==> src/rsb_slip_buffer.sv <==
package rsb_pkg;
    // register bus geometry
    localparam int ADDR_W = 8;
    localparam int DATA_W = 8;

    // register offsets, one per aligned word
    localparam logic [ADDR_W-1:0] REG_STATUS = 8'h00;   // slip_buffer_event_status, clear on read
    localparam logic [ADDR_W-1:0] REG_ENABLE = 8'h04;   // interrupt enable
    localparam logic [ADDR_W-1:0] REG_CLEAR  = 8'h08;   // write-only clear
    localparam logic [ADDR_W-1:0] REG_LEVEL  = 8'h0c;   // buffer fill level

    // status field layout
    localparam int FLAG_W       = 3;
    localparam int BIT_SLIP     = 0;
    localparam int BIT_UNDERRUN = 1;
    localparam int BIT_OVERFLOW = 2;
    localparam logic [FLAG_W-1:0] STATUS_RST = 3'h0;
    localparam logic [FLAG_W-1:0] ENABLE_RST = 3'h0;

    // slip buffer geometry: two e1 frames of 32 timeslots
    localparam int FRAME_BYTES = 32;
    localparam int BUF_DEPTH   = 64;
    localparam int PTR_W       = 6;
    localparam int CNT_W       = 7;
    localparam logic [PTR_W-1:0] FRAME_PTR = 6'h20;
    localparam logic [CNT_W-1:0] FRAME_CNT = 7'h20;
    localparam logic [CNT_W-1:0] FULL_CNT  = 7'h40;
endpackage : rsb_pkg

`timescale 1ns/100ps

module rsb_slip_buffer
    import rsb_pkg::*;
(
    input  wire logic              clock,       // framer clock
    input  wire logic              arst_n,      // async reset, active low
    input  wire logic [7:0]        wrData,      // byte from the line side
    input  wire logic              wrEn,        // write one byte
    input  wire logic              rdEn,        // read one byte
    output logic      [7:0]        rdData,      // byte to the system side
    output logic                   rdValid,     // rdData is new this cycle
    output logic                   underrunEvt, // read hit an empty buffer
    output logic                   overflowEvt, // write hit a full buffer
    output logic      [CNT_W-1:0]  fillLevel    // bytes held
);
    logic [7:0]       mem [BUF_DEPTH];
    logic [PTR_W-1:0] wrPtr_ff, nxt_wrPtr;
    logic [PTR_W-1:0] rdPtr_ff, nxt_rdPtr;
    logic [CNT_W-1:0] count_ff, nxt_count;
    logic [7:0]       rdData_ff, nxt_rdData;
    logic             rdValid_ff, nxt_rdValid;
    logic             under_ff, nxt_under;
    logic             over_ff, nxt_over;
    logic             readEmpty;
    logic             writeFull;
    logic [PTR_W-1:0] readAddr;

    // slip decisions; a replay steps back one frame, a discard drops the oldest frame
    always_comb begin
        readEmpty   = rdEn && (count_ff == '0);
        writeFull   = wrEn && (count_ff == FULL_CNT);
        readAddr    = readEmpty ? rdPtr_ff - FRAME_PTR : rdPtr_ff;
        nxt_wrPtr   = wrPtr_ff + PTR_W'(wrEn);
        nxt_rdPtr   = readAddr + PTR_W'(rdEn) + (writeFull ? FRAME_PTR : '0);
        nxt_count   = count_ff + (readEmpty ? FRAME_CNT : '0) - CNT_W'(rdEn)
                      + CNT_W'(wrEn) - (writeFull ? FRAME_CNT : '0);
        nxt_rdData  = rdEn ? mem[readAddr] : rdData_ff;
        nxt_rdValid = rdEn;
        nxt_under   = readEmpty;
        nxt_over    = writeFull;
    end

    // storage has no reset; contents before the first frame are don't-care
    always_ff @(posedge clock) begin
        if (wrEn) begin
            mem[wrPtr_ff] <= wrData;
        end
    end

    always_ff @(posedge clock or negedge arst_n) begin
        if (!arst_n) begin
            wrPtr_ff   <= '0;
            rdPtr_ff   <= '0;
            count_ff   <= '0;
            rdData_ff  <= 8'h00;
            rdValid_ff <= 1'b0;
            under_ff   <= 1'b0;
            over_ff    <= 1'b0;
        end else begin
            wrPtr_ff   <= nxt_wrPtr;
            rdPtr_ff   <= nxt_rdPtr;
            count_ff   <= nxt_count;
            rdData_ff  <= nxt_rdData;
            rdValid_ff <= nxt_rdValid;
            under_ff   <= nxt_under;
            over_ff    <= nxt_over;
        end
    end

    assign rdData      = rdData_ff;
    assign rdValid     = rdValid_ff;
    assign underrunEvt = under_ff;
    assign overflowEvt = over_ff;
    assign fillLevel   = count_ff;
endmodule : rsb_slip_buffer

==> src/rsb_status_flags.sv <==
// How it works
// bit 1 flags underrun since last read
// empty read replays a frame, sets underrun
// bit 0 flags any slip, read clears
// full write drops a frame, sets slip
// software checks bits 1/2 for slip cause
// bit 2 flags overflow, read clears
// event during status read is kept
//
// Chosen here: the address map and strobed register access.
`timescale 1ns/100ps

module rsb_status_flags
    import rsb_pkg::*;
(
    input  wire logic              clock,     // framer clock, 25 MHz
    input  wire logic              arst_n,    // async reset, active low
    input  wire logic [ADDR_W-1:0] regAddr,   // register byte address
    input  wire logic [DATA_W-1:0] regWrData, // register write data
    input  wire logic              regWr,     // write strobe
    input  wire logic              regRd,     // read strobe
    output logic      [DATA_W-1:0] regRdData, // read data, cycle after regRd
    input  wire logic [7:0]        lineData,  // received byte
    input  wire logic              lineWr,    // received byte strobe
    input  wire logic              sysRd,     // system read request
    output logic      [7:0]        sysData,   // byte to system
    output logic                   sysValid,  // sysData fresh
    output logic                   irq        // level interrupt
);
    logic [FLAG_W-1:0] statusFlags_ff, nxt_statusFlags;
    logic [FLAG_W-1:0] intEnable_ff, nxt_intEnable;
    logic [DATA_W-1:0] rdData_ff, nxt_rdData;
    logic              irq_ff, nxt_irq;
    logic [FLAG_W-1:0] setMask;
    logic [FLAG_W-1:0] clrMask;
    logic              underrunEvt;
    logic              overflowEvt;
    logic [CNT_W-1:0]  fillLevel;

    // a flag that hardware sets while software clears stays set
    function automatic logic [FLAG_W-1:0] setWins(input logic [FLAG_W-1:0] cur,
                                                 input logic [FLAG_W-1:0] set,
                                                 input logic [FLAG_W-1:0] clr);
        setWins = (cur & ~clr) | set;
    endfunction : setWins

    function automatic logic hit(input logic strobe, input logic [ADDR_W-1:0] addr,
                                 input logic [ADDR_W-1:0] target);
        hit = strobe && (addr == target);
    endfunction : hit

    rsb_slip_buffer u_buffer (
        .clock       (clock),
        .arst_n      (arst_n),
        .wrData      (lineData),
        .wrEn        (lineWr),
        .rdEn        (sysRd),
        .rdData      (sysData),
        .rdValid     (sysValid),
        .underrunEvt (underrunEvt),
        .overflowEvt (overflowEvt),
        .fillLevel   (fillLevel)
    );

    // events into flags; the read clears what it returned, not what arrives with it
    always_comb begin
        setMask                = '0;
        setMask[BIT_UNDERRUN]  = underrunEvt;
        setMask[BIT_OVERFLOW]  = overflowEvt;
        setMask[BIT_SLIP]      = underrunEvt | overflowEvt;
        clrMask                = '0;
        if (hit(regRd, regAddr, REG_STATUS)) begin
            clrMask = '1;
        end
        if (hit(regWr, regAddr, REG_CLEAR)) begin
            clrMask = clrMask | regWrData[FLAG_W-1:0];
        end
        nxt_statusFlags = setWins(statusFlags_ff, setMask, clrMask);
        nxt_intEnable   = intEnable_ff;
        if (hit(regWr, regAddr, REG_ENABLE)) begin
            nxt_intEnable = regWrData[FLAG_W-1:0];
        end
        nxt_irq = |(nxt_statusFlags & nxt_intEnable);
    end

    // read mux; unmapped and write-only addresses read as zero
    always_comb begin
        nxt_rdData = '0;
        if (regRd) begin
            unique case (regAddr)
                REG_STATUS: nxt_rdData = DATA_W'(statusFlags_ff);
                REG_ENABLE: nxt_rdData = DATA_W'(intEnable_ff);
                REG_LEVEL:  nxt_rdData = DATA_W'(fillLevel);
                default:    nxt_rdData = '0;
            endcase
        end
    end

    always_ff @(posedge clock or negedge arst_n) begin
        if (!arst_n) begin
            statusFlags_ff <= STATUS_RST;
            intEnable_ff   <= ENABLE_RST;
            rdData_ff      <= '0;
            irq_ff         <= 1'b0;
        end else begin
            statusFlags_ff <= nxt_statusFlags;
            intEnable_ff   <= nxt_intEnable;
            rdData_ff      <= nxt_rdData;
            irq_ff         <= nxt_irq;
        end
    end

    assign regRdData = rdData_ff;
    assign irq       = irq_ff;
endmodule : rsb_status_flags

==> config.mk <==
export PLATFORM = sky130hd
export DESIGN_NAME = rsb_status_flags
export DESIGN_NICKNAME = d
export VERILOG_FILES = /design/src/rsb_slip_buffer.sv /design/src/rsb_status_flags.sv
export SDC_FILE = /design/constraint.sdc
export NUM_CORES = 1
export LEC_CHECK = 0
export BUFFER_PORTS_ARGS = -buffer_cell sky130_fd_sc_hd__clkbuf_2
export CAP_MARGIN = 20
export CORE_AREA = 2 2 195 197
export CTS_CLUSTER_DIAMETER = 200
export DETAILED_ROUTE_END_ITERATION = 7
export DIE_AREA = 0 0 197 199
export PLACE_DENSITY = 0.78
export SETUP_SLACK_MARGIN = 0.5
export SLEW_MARGIN = 40
export SYNTH_ARGS = -nofsm -noshare
export SYNTH_HDL_FRONTEND = slang
export SYNTH_HIERARCHICAL = 1
export SYNTH_SLANG_ARGS = --single-unit
==> constraint.sdc <==
create_clock -name clock -period 3.8 [get_ports clock]
set_input_delay 0.38 -clock clock [delete_from_list [all_inputs] [get_ports clock]]
set_output_delay 0.38 -clock clock [all_outputs]
set_load 0.02 [all_outputs]
==> flow_summary.yaml <==
setup_path:
  crit_family: "adder cells"
  cp_slowest_cell: "or4b_4"
  crit_arrival_ps: 3410
  worst_path_largest_cell_delay_ps: 490
  crit_type: "reg -> reg"
  worstPathRequired_ps: 4290
  path_max_fanout: 3
  cpMostUsedCell: "ha_1"
  crit_buf_inv: 2
  end_kind: "flop"
  critPathLaunchType: "flop"
  path_cells: "inv_1 -> ha_1 -> or4b_4 -> nor3_1 -> ha_1 -> ha_1 -> inv_1 -> ha_1 -> a21oi_1 -> xnor2_1"
sta:
  finalCritPeriodShare_pct: 77.0
  slew_violations: 0
  max_freq_mhz: 342
  rsz0062_at_grt: "no"
  skew_ps: 18.7
  tightestPinTransition_ps: 850
  fin_crit_ps: 2920
  setup-tns-final_ps: 0
  finalHoldViolations: 0
  setup_violations: 0
  slew_headroom_pct: 41.9
yosys:
  synth_compound_area_share_pct: 4.81
  synthesis.area_sq_um: 22000
  synth_xor_area_share_pct: 0.636
  synthCells: 1177
  synth_common_cells: "edfxtp_1 (512), mux2i_1 (97), nor2_1 (91), mux4_2 (82), dfrtp_1 (44)"
  synth.top_cell.area_share_pct: 69.8
  syn_avg_cell_area_sq_um: 18.7
  yosysMostFrequentCell: "edfxtp_1"
  synth.lib_cells_used.distinct: 61
  synthMuxAreaShare_pct: 12.9
  synthAdderAreaFrac_pct: 0.943
  synth_top_family_by_area: "multiplexers"
  syn-num-nets: 1223
  synth_edf_count: 512
  ys.warnings.count: 6
  yosys_most_used_dff: "edfxtp_1"
  synthTopCellsByArea: "edfxtp_1 (70%), mux4_2 (8.4%), dfrtp_1 (5.0%)"
  ys_seq_area_share_pct: 74.8
  synth_seq_cells: 556
  yosys.area_share.simple_pct: 3.93
  synth_top_area_cell: "edfxtp_1"
  synthArstFlopShare_pct: 7.91
pwr:
  seq_power_share_pct: 43.2
  p_switching_uw: 5440
  pwr-share-comb_pct: 27.5
  power_density_nw_per_um2: 714
  power.clock.fraction_pct: 29.3
  p_sw_share_pct: 31.1
  power_uw: 17500
  ir_drop_mv: 0.428
  p_leak_uw: 0.00826
  p_int_uw: 12100
global_route:
  grt_pass1_wl_um: 72100
  grtUsageTotal_pct: 25.3
  grt_max_degree: 65
  antenna_found_initial: 0
  overflow: 0
  grt_pass1_vias: 11400
floorplanning:
  die_area_sq_um: 39200
  io_pins: 48
  die-width_um: 197
  die_h_um: 199
  core_sq_um: 37100
  num_rows: 71
  initial_core_util_pct: 59.3
run:
  max_cap_viol_count: 0
routing:
  drt_first_pass_iters: 5
  wl_per_cell_um: 27.4
  ant_nets: 0
  drt_iter0_drc: 1342
  via_per_inst: 6.58
  drt_wl_total_um: 48400
  drc_errors: 0
  via_count: 11600
clock_tree:
  insertion_delay_ps: 570
  cts_tree: "built"
  clock_path_buffers: 3
  cts_root_buf: "clkbuf_16"
  cts_sinks: 556
  htreeDepth: 2
  cts_made_buffers: 52
  clk_pin_slew_ps: 60
  cts_setup_buffers: 0
placement:
  place_hpwl_um: 30000
  place.gp.congestion: 0.925
  placement.io_buffers: 41
  placed_area_sq_um: 22800
finish:
  drive_gt1_share_pct: 19.9
  design_area_sq_um: 24500
  area_growth_pct: 11.4
  post-route-util_pct: 66.0
  num_antenna_cells: 0
  fin_nets: 1295
worst_hold_path:
  hold_class: "in -> reg"
status:
  status: "finished, final reports clean"
cell type report:
class	instances	area (sq um)
Clock buffer	69	1440
Clock inverter	29	260
Fill cell	2374	12600
Inverter	19	71.3
Multi-Input combinational cell	540	5150
Sequential cell	556	16500
Tap cell	474	593
Timing Repair Buffer	80	531
sequential cells by signal, summed over array words and instances (netlist names):
name and cells:
regRdData 7, u_buffer/overflowEvt 1, irq 1, intEnable_ff 3, u_buffer/underrunEvt 1, u_buffer/wrPtr_ff 6, u_buffer/rdValid 1, u_buffer/fillLevel 7
u_buffer/rdData 8, statusFlags_ff 3, u_buffer/rdPtr_ff 6, u_buffer/mem 512
worst reg2reg max path, stage by stage (launching register included):
cell and delay [ps]:
dfrtp_1 400, inv_1 140, ha_1 160, or4b_4 490, nor3_1 440, ha_1 330
ha_1 270, inv_1 40, ha_1 290, a21oi_1 180, xnor2_1 130
layout by cell type (no fill, tap or decap), drive strengths merged, types with 4 or more instances in the layout:
cell type	Yosys	routed
nor3	6	6
nand3	10	10
and2	6	6
a22oi	34	34
nor2	91	91
o211ai	7	7
a22o	11	11
a2111oi	5	5
o221ai	8	8
a21oi	24	24
o32ai	5	5
xor2	5	5
mux4	82	82
dfrtp	44	44
nor2b	10	10
ha	15	15
nand3b	5	5
clkinv	0	21
mux2i	97	97
nand2	23	23
nand4	4	4
bufinv	0	5
clkbuf	31	108
o22ai	23	23
inv	19	21
buf	31	40
xnor2	11	11
edfxtp	512	512
a211oi	10	10
timing repair:
item / in CTS / in global routing
hold endpoints to repair: 19 / 0
gates resized for setup: 0 / 0
hold buffers: 1 / 0
through the flow:
step | hold WS, ps | setup slack, ps | cells
floorplan | 84.4 | 1150 | 1177
global placement | 371 | 988 | 1668
detailed placement | 375 | 887 | 1668
CTS | 73.3 | 874 | 1767
global route | 89.9 | 732 | 1767
finish | 88.7 | 876 | 1767
power groups by stage:
stage | logic [uW] | registers, uW | clock network, uW
floorplan | 3510 | 7350 | 0
global placement | 4610 | 7650 | 0
detailed placement | 4700 | 7670 | 0
CTS | 4750 | 7550 | 5190
global route | 5080 | 7580 | 5420
finish | 4820 | 7570 | 5130
cells by family (layout without fill, tap and decap cells):
group	Yosys count	in the layout
XOR/XNOR	16	16
buffers and inverters	81	197
other	1	1
flip-flops	556	556
AND/OR/NAND/NOR	178	178
adder cells (fa/ha/maj)	16	16
multiplexers	182	182
AO/OA/AOI/OAI	147	147
path summary, 6_finish.rpt:
kind | startpoint | endpoint | slack, ps | depth (start not counted)
max | u_buffer/fillLevel[2] | u_buffer/fillLevel[6] | 880 | 10
min reg2reg | u_buffer/fillLevel[3] | regRdData[3] | 520 | 1
min in group asynchronous | arst_n | statusFlags_ff[1] | 310 | 2
max in group asynchronous | arst_n | u_buffer/rdPtr_ff[0] | 2690 | 3
min | regWrData[1] | intEnable_ff[1] | 90 | 2
max reg2reg | u_buffer/fillLevel[2] | u_buffer/fillLevel[6] | 880 | 10
routing by layer:
metal  GRT usage, %  part of all wire (%)
met5              0                     0
met4           9.27                   3.4
met3           4.34                   9.6
met2           40.2                    48
met1           35.9                    39
(Power assumes the default switching activity.)
